**src/verilog/mb_slave_defines.svh**
```systemverilog
// Constants of the serial register protocol slave: codes, offsets, timing.
`ifndef MB_SLAVE_DEFINES_SVH
`define MB_SLAVE_DEFINES_SVH
// ****************************************************************
// Frame check.
// ****************************************************************
`define MB_CRC_INIT       16'hFFFF
`define MB_CRC_POLY       16'hA001
// ****************************************************************
// Frame layout and function codes.
// ****************************************************************
`define MB_FN_READ        8'h03
`define MB_FN_WRITE       8'h06
`define MB_RD_MAX_WORDS   12
`define MB_FRAME_BYTES    8
`define MB_BCAST_ADDR     8'h00
`define MB_STATION_MAX    8'hF7
// ****************************************************************
// Register address map.
// ****************************************************************
`define MB_RUN_CMD_ADDR   16'h1000
`define MB_RUN_CMD_RST    16'h0000
`define MB_RUN_CODE_MAX   16'h0007
`define MB_VOL_BIT        15
`define MB_HIGRP_OFFSET   15'h4200
`define MB_HIGRP_BASE     15'h5200
`define MB_LOGRP_END      15'h1000
// ****************************************************************
// Line timing: clock, baud, bits per character, gaps in half chars.
// ****************************************************************
`define MB_CLK_HZ         20000000
`define MB_BAUD           9600
`define MB_CHAR_BITS      11
`define MB_GAP_FRAME_X2   7
`define MB_GAP_CHAR_X2    3
`endif

```
**src/verilog/mb_slave_pkg.sv**
```systemverilog
// Types shared by the protocol slave and its neighbours.
package mb_slave_pkg;
  // Handler states.
  typedef enum logic [2:0] {
    S_RX    = 3'b000,
    S_CHECK = 3'b001,
    S_HDR   = 3'b010,
    S_ACC   = 3'b011,
    S_DATA  = 3'b100,
    S_CRC   = 3'b101
  } state_e;
  // One access to the parameter store.
  typedef struct packed {
    logic        wr;
    logic        vol;
    logic [14:0] addr;
    logic [15:0] wdata;
  } par_req_s;
  // Result of decoding a protocol address.
  typedef struct packed {
    logic        ok;
    logic        run;
    logic        vol;
    logic [14:0] addr;
  } addr_map_s;
endpackage : mb_slave_pkg

```
**src/verilog/mb_tx_fifo.sv**
```systemverilog
// Byte FIFO between the reply builder and the line transmitter.
module mb_tx_fifo #(
  parameter int WIDTH = 8,
  parameter int DEPTH = 8
) (
  // Clock and reset.
  input  wire logic             i_core_clk,
  input  wire logic             i_srst,
  // Filling side.
  input  wire logic             i_in_valid,
  input  wire logic [WIDTH-1:0] i_in_data,
  output logic                  o_in_ready,
  // Draining side.
  output logic                  o_out_valid,
  output logic [WIDTH-1:0]      o_out_data,
  input  wire logic             i_out_ready
);
  localparam int AW = (DEPTH > 1) ? $clog2(DEPTH) : 1;
  generate
    if (DEPTH < 2 || (DEPTH & (DEPTH - 1)) != 0 || WIDTH < 1) begin : g_chk
      $error("mb_tx_fifo needs a power of two depth of at least 2");
    end
  endgenerate
  logic [WIDTH-1:0] mem_reg [0:DEPTH-1];
  logic [AW-1:0]    wr_ptr_reg;
  logic [AW-1:0]    rd_ptr_reg;
  logic [AW:0]      cnt_reg;
  logic             push;
  logic             load;
  // Output stage is a register, so the drain side sees flop outputs.
  assign o_in_ready = (cnt_reg != (AW+1)'(DEPTH));
  assign push       = i_in_valid && o_in_ready;
  assign load       = (cnt_reg != '0) && (!o_out_valid || i_out_ready);
  // Storage writes.
  always_ff @(posedge i_core_clk) begin
    if (push) begin
      mem_reg[wr_ptr_reg] <= i_in_data;
    end
  end
  // Pointers and fill count.
  always_ff @(posedge i_core_clk) begin
    if (i_srst) begin
      wr_ptr_reg <= '0;
      rd_ptr_reg <= '0;
      cnt_reg    <= '0;
    end else begin
      if (push) begin
        wr_ptr_reg <= wr_ptr_reg + AW'(1);
      end
      if (load) begin
        rd_ptr_reg <= rd_ptr_reg + AW'(1);
      end
      cnt_reg <= cnt_reg + (AW+1)'(push) - (AW+1)'(load);
    end
  end
  // Output register stage.
  always_ff @(posedge i_core_clk) begin
    if (i_srst) begin
      o_out_valid <= 1'b0;
      o_out_data  <= '0;
    end else if (load) begin
      o_out_valid <= 1'b1;
      o_out_data  <= mem_reg[rd_ptr_reg];
    end else if (i_out_ready) begin
      o_out_valid <= 1'b0;
    end
  end
endmodule : mb_tx_fifo

```
**src/verilog/mb_rtu_slave.sv**
```systemverilog
// Slave command handler for read-block and write-word register frames.
//
// Contract
// - Read asks at most twelve words, all returned.
// - Read reply: address, function, byte count, words.
// - Write one word; reply echoes request fields.
// - Two-byte check ends frame; mismatch is error.
// - Check starts all ones; data bits only.
// - Xor byte, eight shifts, polynomial on carry.
// - Address is group high, index low.
// - Direct group byte 0..15, index any.
// - Top address bit selects volatile alias.
// - Groups above fifteen carry fixed offset.
// - Run word takes forward, reverse, jog codes.
// - Silence delimits frames; 1.5-char gap drops partial frame.
// - Stations 1..247; broadcast writes acted, unanswered.
`include "mb_slave_defines.svh"
module mb_rtu_slave #(
  parameter int CHAR_CYCLES =
    (`MB_CLK_HZ * `MB_CHAR_BITS + `MB_BAUD - 1) / `MB_BAUD,
  parameter int FIFO_DEPTH  = 8
) (
  // Clock and reset.
  input  wire logic                   i_core_clk,
  input  wire logic                   i_srst,
  // Configuration.
  input  wire logic [7:0]             i_station_addr,
  // Received bytes from the line receiver.
  input  wire logic                   i_rx_valid,
  input  wire logic [7:0]             i_rx_data,
  // Reply bytes to the line transmitter.
  output logic                        o_tx_valid,
  output logic [7:0]                  o_tx_data,
  input  wire logic                   i_tx_ready,
  // Parameter store access.
  output logic                        o_par_req,
  output mb_slave_pkg::par_req_s      o_par,
  input  wire logic                   i_par_ack,
  input  wire logic [15:0]            i_par_rdata,
  // Run command word and status.
  output logic [15:0]                 o_run_cmd,
  output logic                        o_crc_err,
  output logic                        o_busy
);
  localparam int T15 = (CHAR_CYCLES * `MB_GAP_CHAR_X2 + 1) / 2;
  localparam int T35 = (CHAR_CYCLES * `MB_GAP_FRAME_X2 + 1) / 2;
  localparam int GW  = $clog2(T35 + 1);
  localparam logic [GW-1:0] T15_C = GW'(T15);
  localparam logic [GW-1:0] T35_C = GW'(T35);
  generate
    if (CHAR_CYCLES < 2) begin : g_chk
      $error("mb_rtu_slave needs at least two cycles per character");
    end
  endgenerate

  // ****************************************************************
  // Frame check arithmetic.
  // ****************************************************************
  // Byte-wise check, shared by receive and transmit.
  function automatic logic [15:0] crc_byte(input logic [15:0] c,
                                           input logic [7:0]  b);
    logic [15:0] r;
    r = c ^ {8'h00, b};
    for (int i = 0; i < 8; i++) begin
      r = r[0] ? ((r >> 1) ^ `MB_CRC_POLY) : (r >> 1);
    end
    return r;
  endfunction : crc_byte

  function automatic mb_slave_pkg::addr_map_s map_addr(
      input logic [15:0] a);
    mb_slave_pkg::addr_map_s m;
    m.vol  = a[`MB_VOL_BIT];
    m.run  = (a == `MB_RUN_CMD_ADDR);
    m.addr = a[14:0];
    m.ok   = m.run || (a[14:0] < `MB_LOGRP_END);
    if (!m.run && a[14:0] >= `MB_HIGRP_BASE) begin
      m.addr = a[14:0] - `MB_HIGRP_OFFSET;
      m.ok   = 1'b1;
    end
    return m;
  endfunction : map_addr

  // ****************************************************************
  // Receive side.
  // ****************************************************************
  mb_slave_pkg::state_e state_reg;
  logic [7:0]  rx_buf_reg [0:`MB_FRAME_BYTES-1];
  logic [3:0]  rx_cnt_reg;
  logic        rx_ovf_reg;
  logic [15:0] rx_crc_reg;
  logic [GW-1:0] gap_reg;
  logic        rx_take;
  logic        gap_drop;
  logic        frame_end;
  logic        frame_full;

  assign rx_take   = (state_reg == mb_slave_pkg::S_RX) && i_rx_valid;
  assign gap_drop  = (gap_reg == T15_C) && (rx_cnt_reg != 4'd0) &&
                     (rx_cnt_reg < 4'(`MB_FRAME_BYTES));
  assign frame_end = (gap_reg == T35_C) && (rx_cnt_reg != 4'd0);
  assign frame_full = (state_reg == mb_slave_pkg::S_RX) && frame_end &&
                      (rx_cnt_reg == 4'(`MB_FRAME_BYTES)) && !rx_ovf_reg;

  // Silence counter since the last received byte.
  always_ff @(posedge i_core_clk) begin
    if (i_srst || rx_take) begin
      gap_reg <= '0;
    end else if (gap_reg != T35_C) begin
      gap_reg <= gap_reg + GW'(1);
    end
  end

  // Collect bytes and run the check over all of them.
  always_ff @(posedge i_core_clk) begin
    if (i_srst || state_reg != mb_slave_pkg::S_RX || gap_drop ||
        frame_end) begin
      rx_cnt_reg <= 4'd0;
      rx_ovf_reg <= 1'b0;
      // A complete frame keeps its remainder for the one check cycle.
      rx_crc_reg <= (!i_srst && frame_full) ? rx_crc_reg : `MB_CRC_INIT;
    end else if (rx_take) begin
      rx_crc_reg <= crc_byte(rx_crc_reg, i_rx_data);
      if (rx_cnt_reg < 4'(`MB_FRAME_BYTES)) begin
        rx_buf_reg[rx_cnt_reg[2:0]] <= i_rx_data;
        rx_cnt_reg <= rx_cnt_reg + 4'd1;
      end else begin
        rx_ovf_reg <= 1'b1;
      end
    end
  end

  // ****************************************************************
  // Request decode.
  // ****************************************************************
  logic [15:0] req_addr;
  logic [15:0] req_val;
  logic        is_read;
  logic        is_write;
  logic        addr_hit;
  logic        is_bcast;
  logic        frame_ok;
  mb_slave_pkg::addr_map_s req_map;
  assign req_addr = {rx_buf_reg[2], rx_buf_reg[3]};
  assign req_val  = {rx_buf_reg[4], rx_buf_reg[5]};
  assign is_read  = (rx_buf_reg[1] == `MB_FN_READ);
  assign is_write = (rx_buf_reg[1] == `MB_FN_WRITE);
  assign is_bcast = (rx_buf_reg[0] == `MB_BCAST_ADDR);
  // Only a legal station number matches its own frames.
  assign addr_hit = is_bcast || ((rx_buf_reg[0] == i_station_addr) &&
                    (i_station_addr <= `MB_STATION_MAX));
  // Whole frame check must leave a zero remainder.
  assign req_map  = map_addr(req_addr);
  assign frame_ok = (rx_crc_reg == 16'h0000) && addr_hit &&
                    req_map.ok && (is_write ||
                    (is_read && req_val != 16'h0000 &&
                     req_val <= 16'(`MB_RD_MAX_WORDS)));

  // ****************************************************************
  // Reply sequencing.
  // ****************************************************************
  logic [2:0]  idx_reg;
  logic [3:0]  words_reg;
  logic [15:0] cur_reg;
  logic [15:0] word_reg;
  logic [15:0] tx_crc_reg;
  logic        bcast_reg;
  logic [15:0] run_reg;
  logic        push_valid;
  logic        push_ready;
  logic        push;
  logic [7:0]  push_byte;
  mb_slave_pkg::addr_map_s cur_map;
  assign cur_map = map_addr(cur_reg);

  // Byte presented to the reply FIFO in each state.
  always_comb begin
    push_valid = !bcast_reg;
    push_byte  = 8'h00;
    unique case (state_reg)
      mb_slave_pkg::S_HDR: begin
        push_byte = (is_read && idx_reg == 3'd2) ?
                    {3'b000, words_reg, 1'b0} : rx_buf_reg[idx_reg];
      end
      mb_slave_pkg::S_DATA: begin
        push_byte = (idx_reg == 3'd0) ? word_reg[15:8] : word_reg[7:0];
      end
      mb_slave_pkg::S_CRC: begin
        push_byte = (idx_reg == 3'd0) ? tx_crc_reg[7:0] : tx_crc_reg[15:8];
      end
      default: begin
        push_valid = 1'b0;
      end
    endcase
  end
  assign push = push_valid && push_ready;

  // Main sequencer; one store access per word except the run word, one byte per accepted push.
  always_ff @(posedge i_core_clk) begin
    if (i_srst) begin
      state_reg <= mb_slave_pkg::S_RX;
      idx_reg   <= 3'd0;
      words_reg <= 4'd0;
      cur_reg   <= 16'h0000;
      word_reg  <= 16'h0000;
      bcast_reg <= 1'b0;
      o_par_req <= 1'b0;
      o_par     <= '0;
    end else begin
      unique case (state_reg)
        mb_slave_pkg::S_RX: begin
          // Only a full-length frame after the long silence counts.
          if (frame_full) begin
            state_reg <= mb_slave_pkg::S_CHECK;
          end
        end
        mb_slave_pkg::S_CHECK: begin
          idx_reg   <= 3'd0;
          cur_reg   <= req_addr;
          words_reg <= is_read ? req_val[3:0] : 4'd1;
          bcast_reg <= is_bcast;
          // Discard, or act; broadcast reads do nothing.
          if (!frame_ok || (is_bcast && is_read)) begin
            state_reg <= mb_slave_pkg::S_RX;
          end else begin
            state_reg <= is_read ? mb_slave_pkg::S_HDR :
                                   mb_slave_pkg::S_ACC;
          end
        end
        mb_slave_pkg::S_HDR: begin
          if (push) begin
            idx_reg <= idx_reg + 3'd1;
            if (idx_reg == (is_read ? 3'd2 : 3'd5)) begin
              idx_reg   <= 3'd0;
              state_reg <= is_read ? mb_slave_pkg::S_ACC :
                                     mb_slave_pkg::S_CRC;
            end
          end
        end
        mb_slave_pkg::S_ACC: begin
          if (cur_map.run || (o_par_req && i_par_ack)) begin
            o_par_req <= 1'b0;
            word_reg  <= cur_map.run ? run_reg : i_par_rdata;
            // Writes echo next, broadcasts stay silent.
            if (is_write) begin
              state_reg <= bcast_reg ? mb_slave_pkg::S_RX :
                                       mb_slave_pkg::S_HDR;
            end else begin
              state_reg <= mb_slave_pkg::S_DATA;
            end
          end else if (!o_par_req) begin
            // Volatile alias passes through to the store.
            o_par_req   <= 1'b1;
            o_par.wr    <= is_write;
            o_par.vol   <= cur_map.vol;
            o_par.addr  <= cur_map.addr;
            o_par.wdata <= req_val;
          end
        end
        mb_slave_pkg::S_DATA: begin
          if (push) begin
            idx_reg <= idx_reg + 3'd1;
            // Every requested word goes out, then the check.
            if (idx_reg == 3'd1) begin
              idx_reg   <= 3'd0;
              words_reg <= words_reg - 4'd1;
              cur_reg   <= cur_reg + 16'h0001;
              state_reg <= (words_reg == 4'd1) ? mb_slave_pkg::S_CRC :
                                                 mb_slave_pkg::S_ACC;
            end
          end
        end
        mb_slave_pkg::S_CRC: begin
          if (push) begin
            idx_reg <= idx_reg + 3'd1;
            if (idx_reg == 3'd1) begin
              idx_reg   <= 3'd0;
              state_reg <= mb_slave_pkg::S_RX;
            end
          end
        end
        default: begin
          state_reg <= mb_slave_pkg::S_RX;
        end
      endcase
    end
  end

  // Reply check follows each byte as it enters the FIFO.
  always_ff @(posedge i_core_clk) begin
    if (i_srst || state_reg == mb_slave_pkg::S_CHECK) begin
      tx_crc_reg <= `MB_CRC_INIT;
    end else if (push && state_reg != mb_slave_pkg::S_CRC) begin
      tx_crc_reg <= crc_byte(tx_crc_reg, push_byte);
    end
  end

  // Run command word; codes outside the known set are ignored.
  always_ff @(posedge i_core_clk) begin
    if (i_srst) begin
      run_reg <= `MB_RUN_CMD_RST;
    end else if (state_reg == mb_slave_pkg::S_ACC && is_write &&
                 cur_map.run && req_val != 16'h0000 &&
                 req_val <= `MB_RUN_CODE_MAX) begin
      run_reg <= req_val;
    end
  end

  // Status flops; a dropped frame flags only a check mismatch.
  always_ff @(posedge i_core_clk) begin
    if (i_srst) begin
      o_run_cmd <= `MB_RUN_CMD_RST;
      o_crc_err <= 1'b0;
      o_busy    <= 1'b0;
    end else begin
      o_run_cmd <= run_reg;
      o_crc_err <= (state_reg == mb_slave_pkg::S_CHECK) &&
                   (rx_crc_reg != 16'h0000);
      o_busy    <= (state_reg != mb_slave_pkg::S_RX);
    end
  end

  // Reply FIFO; a stalled transmitter holds the sequencer back.
  mb_tx_fifo #(.WIDTH(8), .DEPTH(FIFO_DEPTH)) u_tx_fifo (
    .i_core_clk  (i_core_clk),
    .i_srst      (i_srst),
    .i_in_valid  (push_valid),
    .i_in_data   (push_byte),
    .o_in_ready  (push_ready),
    .o_out_valid (o_tx_valid),
    .o_out_data  (o_tx_data),
    .i_out_ready (i_tx_ready)
  );
endmodule : mb_rtu_slave

```
**config.mk**
```make
export PLATFORM = sky130hd
export DESIGN_NAME = mb_rtu_slave
export DESIGN_NICKNAME = d
export VERILOG_FILES = /design/src/verilog/mb_slave_pkg.sv /design/src/verilog/mb_tx_fifo.sv /design/src/verilog/mb_rtu_slave.sv
export VERILOG_INCLUDE_DIRS = /design/src /design/src/verilog
export SDC_FILE = /design/constraint.sdc
export NUM_CORES = 1
export LEC_CHECK = 0
export BUFFER_PORTS_ARGS = -buffer_cell sky130_fd_sc_hd__buf_2
export CORE_ASPECT_RATIO = 0.5
export CORE_MARGIN = 1.5
export CORE_UTILIZATION = 55
export CTS_CLUSTER_SIZE = 8
export DETAILED_ROUTE_END_ITERATION = 12
export GPL_TIMING_DRIVEN = 0
export PLACE_DENSITY = 0.74
export RECOVER_POWER = 50
export SYNTH_ARGS = -nofsm -noshare
export SYNTH_HDL_FRONTEND = slang
export SYNTH_SLANG_ARGS = --single-unit
```
**constraint.sdc**
```tcl
create_clock -name i_core_clk -period 9.4 [get_ports i_core_clk]
set_input_delay 1.88 -clock i_core_clk [delete_from_list [all_inputs] [get_ports i_core_clk]]
set_output_delay 1.88 -clock i_core_clk [all_outputs]
set_load 0.01 [all_outputs]
```
After elaboration in Yosys (flattened, before gate mapping)
Memory sizes are Yosys's and may differ from the RTL's. A register that Yosys moved wholly into a read port is not among the register bits. Cells that the tools add are included. Widths: inputs -> output; s select.

Register bits: 176. Memory bits (writable): 128. Bits of input ports: 37. Word-level logic and storage cells: 228. Memories kept: 2.

$add $sub $neg: 10. $lt $le $gt $ge: 7. Eq/ne operators: 30. Mux-type cells: 66. Bitwise gates (word level): 21. Reductions and logical operators: 68.

Memory list: rx_buf_reg (depth 8, bits a word 8, read ports 7, clocked after memory_dff 1, write ports 1, RTL line mb_rtu_slave.sv:88) `` logic [7:0] rx_buf_reg [0:`MB_FRAME_BYTES-1]; ``; u_tx_fifo.mem_reg (depth 8, bits a word 8, read ports 1, clocked after memory_dff 1, write ports 1, RTL line mb_tx_fifo.sv:24) `logic [WIDTH-1:0] mem_reg [0:DEPTH-1];`.

Operators by type and width (count): $mux 16 (22); $mux 3 (18); $not 2->3 (16); $eq 16x13->1 const B (2); $pmux 16 s2 (1); $reduce_bool 16->1 (2); $xor 16x8->16 (2); $ge 15x15->1 const B (2); $logic_and 1x1->1 (27); $mux 8 (3); $pmux 8 s3 (1); $ne 2x2->1 const B (9); $pmux 3 s6 (1); $add 17x1->17 const B (1); $eq 17x16->1 const B (1); $eq 17x17->1 const B (1); $ne 17x17->1 const B (1); $add 16x1->16 const B (1); $le 16x3->1 const B (1); $le 16x4->1 const B (1); $logic_not 16->1 (1); $lt 15x13->1 const B (1); $mux 15 (1); $sub 15x15->15 const B (1); 37 further kinds (85).

Longest topological paths before layout
An unclocked memory read counts as a cell.

Depth in word-level cells: 22. Depth in mapped cells: 13. Gate-level depth less buffers: 11.

Hierarchy
Synthesis repeated with hierarchy kept, for this count alone.

Cells, all modules: 1236. Area, all modules: 13721.9 um^2.

Modules (own cells, without submodules): mb_rtu_slave (instances 1, cells an instance 1023, area an instance 10401.2 um^2, sequential area each 5445.2 um^2); mb_tx_fifo (instances 1, cells an instance 213, area an instance 3320.7 um^2, sequential area each 2302.2 um^2).

Least setup slack after synthesis
Ideal clock, no wire load.

Path kind: input port to flip-flop. Start: input i_srst. End: memory rx_buf_reg[5][0] (enable). Setup time: 0.385 ns. Data arrival time: 3.451 ns. Setup slack: 5.564 ns. Cell stages on the path: 4. Path buffers: 0. Cells stage by stage: a211oi_1 o21ai_1 or3_1 nor3b_1.

Cells in the longest elaborated chain, start to end: 5.

Ends and longest elaborated chain: from (decl) (RTL line mb_rtu_slave.sv:25) `input wire logic i_srst,`; $logic_or 1x1->1 (3 in a row) (RTL line mb_rtu_slave.sv:116) `if (i_srst || state_reg != mb_slave_pkg::S_RX || gap_drop ||`; $mux 1 (RTL line mb_rtu_slave.sv:116); $mux 1 (implied by the code) (RTL line mb_rtu_slave.sv:125) `rx_buf_reg[rx_cnt_reg[2:0]] <= i_rx_data;`; to (decl) (RTL line mb_rtu_slave.sv:88).

No other way between the ends.

Worst setup path in the final report
Start: input i_srst. End: memory rx_buf_reg[4][3] (enable).

The elaborated chain is that of the path after synthesis.

==> parameters.txt <==
Parameter                              Value

Floorplanning
  Horizontal die dimension ... roughly 230 µm
  Area enclosed by the die boundary ... about 26000 µm²
  Initial Util ... 0.567
  Vertical die dimension ... approximately 110 µm
  Io pins ... 98
  Std cell rows ... 40
  CORE AREA ... 24300 µm²

Clock tree
  H-tree depth ... 2
  TritonCTS Sinks ... between 300 and 400
  Clock buffers created by TritonCTS ... 45
  Clock-pin slew of the registers on the worst-case setup and hold paths ... 50 ps
  CTS-repair resized insts ... 0
  Max Root-Sink Buffers ... 3
  Setup Fix Bufs, Post-CTS ... 0
  CTS tree ... done
  Post-CTS Hold Fix Bufs ... 0
  Root buf cell ... sky130_fd_sc_hd__clkbuf_16
  Skew-Pair Late Insertion Delay ... 540 ps

Yosys
  Async S/R FF share, synth ... 0
  Top cells by area, synth ... sky130_fd_sc_hd__edfxtp_1 (31%), sky130_fd_sc_hd__dfxtp_1 (25%), sky130_fd_sc_hd__mux4_2 (4.3%), sky130_fd_sc_hd__nand2_1 (3.5%), sky130_fd_sc_hd__nor2_1 (3.3%)
  Avg Synthesized Cell Area ... around 11 µm²
  Number of synthesized register bits ... approximately 320
  Most area-hungry cell type in the Yosys netlist ... sky130_fd_sc_hd__edfxtp_1
  Number of library cell types mapped by synthesis ... 74
  Flip-flop cell with the highest count after synthesis ... sky130_fd_sc_hd__dfxtp_1
  Cell area after technology mapping ... around 14000 µm²
  Portion of the post-synthesis area used by sequential elements ... 0.563
  Fraction of synthesized cell area taken by the top area cell type ... 0.314
  Gate count after technology mapping ... 1212
  Yosys Warn Count ... 0
  Count of flip-flops with a built-in enable after synthesis ... 144
  Net count after synthesis ... 1273

Timing
  Period utilization ... 0.454
  Time the worst path needs with I/O delays and setup ... 4270 ps
  Final hold violations ... 0
  Highest clock rate ... 234 MHz
  Relative slew slack ... 0.0667
  Number of setup violations in the final report ... 0
  Setup TNS Final ... 0 ps
  Max Clock Skew ... 25.3 ps
  Transition time at the pin with the least slew margin ... 1390 ps
  Unrepaired setup endpoints after global routing ... false
  Max-slew violation count ... 0
  Least setup slack across all paths after layout ... 5130 ps

GRT
  Global route overflow ... 0
  GRT Max-Usage Layer ... met2
  Initial antenna violation count ... 0
  Met2 capacity usage during global routing ... 0.456
  Met3 global-route usage ... 0.0557
  Number of global-route vias before repair ... between 9000 and 10000
  M1 GR Usage ... 0.375
  Maximum number of pins on one net before global-route repair ... 17
  First-pass GRT wire length ... 54900 µm
  Combined global-route utilization of all metal layers ... 0.278

Placed design
  Placed cell area ... ~15000 µm²
  Number of buffers added on ports ... slightly below 100
  Worst Setup Slack post-DPL ... ~4800 ps
  HPWL reported at the end of detailed placement ... 25100 µm
  Final RePlAce weighted congestion ... 0.932
  Dpl cells ... approximately 1600

Pwr
  Comb power frac ... 0.151
  Flop pwr share ... 0.438
  Int Power ... 2660 µW
  Psw ... around 930 µW
  Leakage power summed over all cells ... 0.00542 µW
  Power density over the cells ... 226 nW/µm²
  Maximum vdd drop ... around 0.13 mV
  Switching fraction of total power ... 0.260
  Clock share of power ... 0.412

Routing
  Overall via count from detail_route ... 10200
  Via-to-Cell Ratio ... ~5.9
  Total length of routed wires ... 35300 µm
  Remaining antenna violation count ... 0
  Drt drc ... 0
  Average detailed-routed wire length per instance ... 20.5 µm
  1st-iter DRT viols ... 929
  Total iterations of the first detailed-routing run ... 5

Final layout
  Antenna diode count ... 0
  Post-route non-filler standard cell count ... 1723
  Final Util ... 0.655
  Fraction of layout instances using a drive strength above 1 ... 0.0981
  Layout-stage area growth over the synthesis result ... 15.4%
  Most frequent cells in the layout ... sky130_fd_sc_hd__dfxtp_1 (171), sky130_fd_sc_hd__clkbuf_1 (150), sky130_fd_sc_hd__edfxtp_1 (144)
  Most frequent standard cell in the layout excluding fill and tap cells ... sky130_fd_sc_hd__dfxtp_1
  Layout Cell Area excl Fill ... 15900 µm²
  Net count of the finished layout ... 1420

Worst setup path
  Top fanout value on the critical path ... 8
  Critical path startpoint category ... primary input
  Worst setup slack for register-to-register paths ... 5180 ps
  Critical Path AT ... about 4400 ps
  Critical path type ... in2reg
  Type of destination of the critical path ... flop
  Required time of the worst setup path ... roughly 9500 ps

Worst hold path
  Worst min path class ... reg2reg

Job
  MaxCap Viol Count ... 0

Status
  Outcome ... completed
## path summary, 6_finish.rpt
| check | from | end | depth (start not counted) |
|---|---|---|---|
| max reg2reg | idx_reg[0]$_SDFFE_PP0P_ | tx_crc_reg[0]$_SDFFE_PP1P_ | 13 |
| max | i_srst | rx_buf_reg[4][3]$_DFFE_PP_ | 5 |
| min | o_par[24]$_SDFFE_PP0P_ | o_par[24]$_SDFFE_PP0P_ | 2 |
| min reg2reg | o_par[24]$_SDFFE_PP0P_ | o_par[24]$_SDFFE_PP0P_ | 2 |
## cell usage after synthesis (24+ instances only)
| master | n |
|---|---|
| sky130_fd_sc_hd__edfxtp_1 | 144 |
| sky130_fd_sc_hd__a211oi_1 | 36 |
| sky130_fd_sc_hd__xor2_1 | 30 |
| sky130_fd_sc_hd__dfxtp_1 | 171 |
| sky130_fd_sc_hd__clkbuf_1 | 49 |
| sky130_fd_sc_hd__mux4_2 | 26 |
| sky130_fd_sc_hd__o21ai_0 | 28 |
| sky130_fd_sc_hd__inv_1 | 28 |
| sky130_fd_sc_hd__mux2i_1 | 42 |
| sky130_fd_sc_hd__nor2_1 | 121 |
| sky130_fd_sc_hd__nand2_1 | 130 |
| sky130_fd_sc_hd__xnor2_1 | 38 |
| sky130_fd_sc_hd__a21oi_1 | 67 |
| sky130_fd_sc_hd__nand3_1 | 24 |
## logic make-up (layout without fill, tap and decap cells)
logic type,Yosys count,after routing,share of synthesized area
buffers and inverters,93,268,0.0277
xor gates and xnor gates,73,73,0.0510
AOI/OAI and AO/OA,198,198,0.0930
and+or+nand+nor,426,426,0.150
adders and majority gates,24,24,0.0224
DFF,315,315,0.563
muxes,83,83,0.0929
## power by group through the flow
| stage | clock (µW) | sequential [µW] | combinational [µW] |
|---|---|---|---|
| 2_1_floorplan | 0 | 1590 | 385 |
| 3_3_place_gp | 0 | 1590 | 517 |
| 3_5_place_dp | 0 | 1600 | 537 |
| 4_1_cts | 1490 | 1570 | 546 |
| 5_1_grt | 1550 | 1580 | 601 |
| 6_report | 1480 | 1570 | 541 |
## per-layer routing
layer  vias up  wire [µm]
li1       4699          -
met1      4995      15200
met2       422      16700
met3        64       2600
met4         0        832
met5         -          0
## metrics by stage
stage / hold WS (ps) / total power (µW)
finish: 453 / 3590
global route: 470 / 3730
CTS: 450 / 3610
detailed placement: 444 / 2130
global placement: 439 / 2110
floorplan: 428 / 1970
## cell type report
| class | instances | area, µm² |
|---|---|---|
| plain buffers | 64 | 270 |
| well taps | 336 | 420 |
| clock inverters | 2 | 16.3 |
| repair buffers | 100 | 409 |
| inverters | 29 | 109 |
| clock buffers | 73 | 1270 |
| flip-flops and latches | 315 | 7750 |
| multi-input cells | 804 | 5650 |
| fillers | 1872 | 8380 |
## critical path: stages
cell and delay, ps:
sky130_fd_sc_hd__clkbuf_1 200, sky130_fd_sc_hd__a211oi_1 310, sky130_fd_sc_hd__o21ai_0 370, sky130_fd_sc_hd__or3_1 550, sky130_fd_sc_hd__nor3b_1 1070
Note: power is estimated with default switching activity, not from simulation.
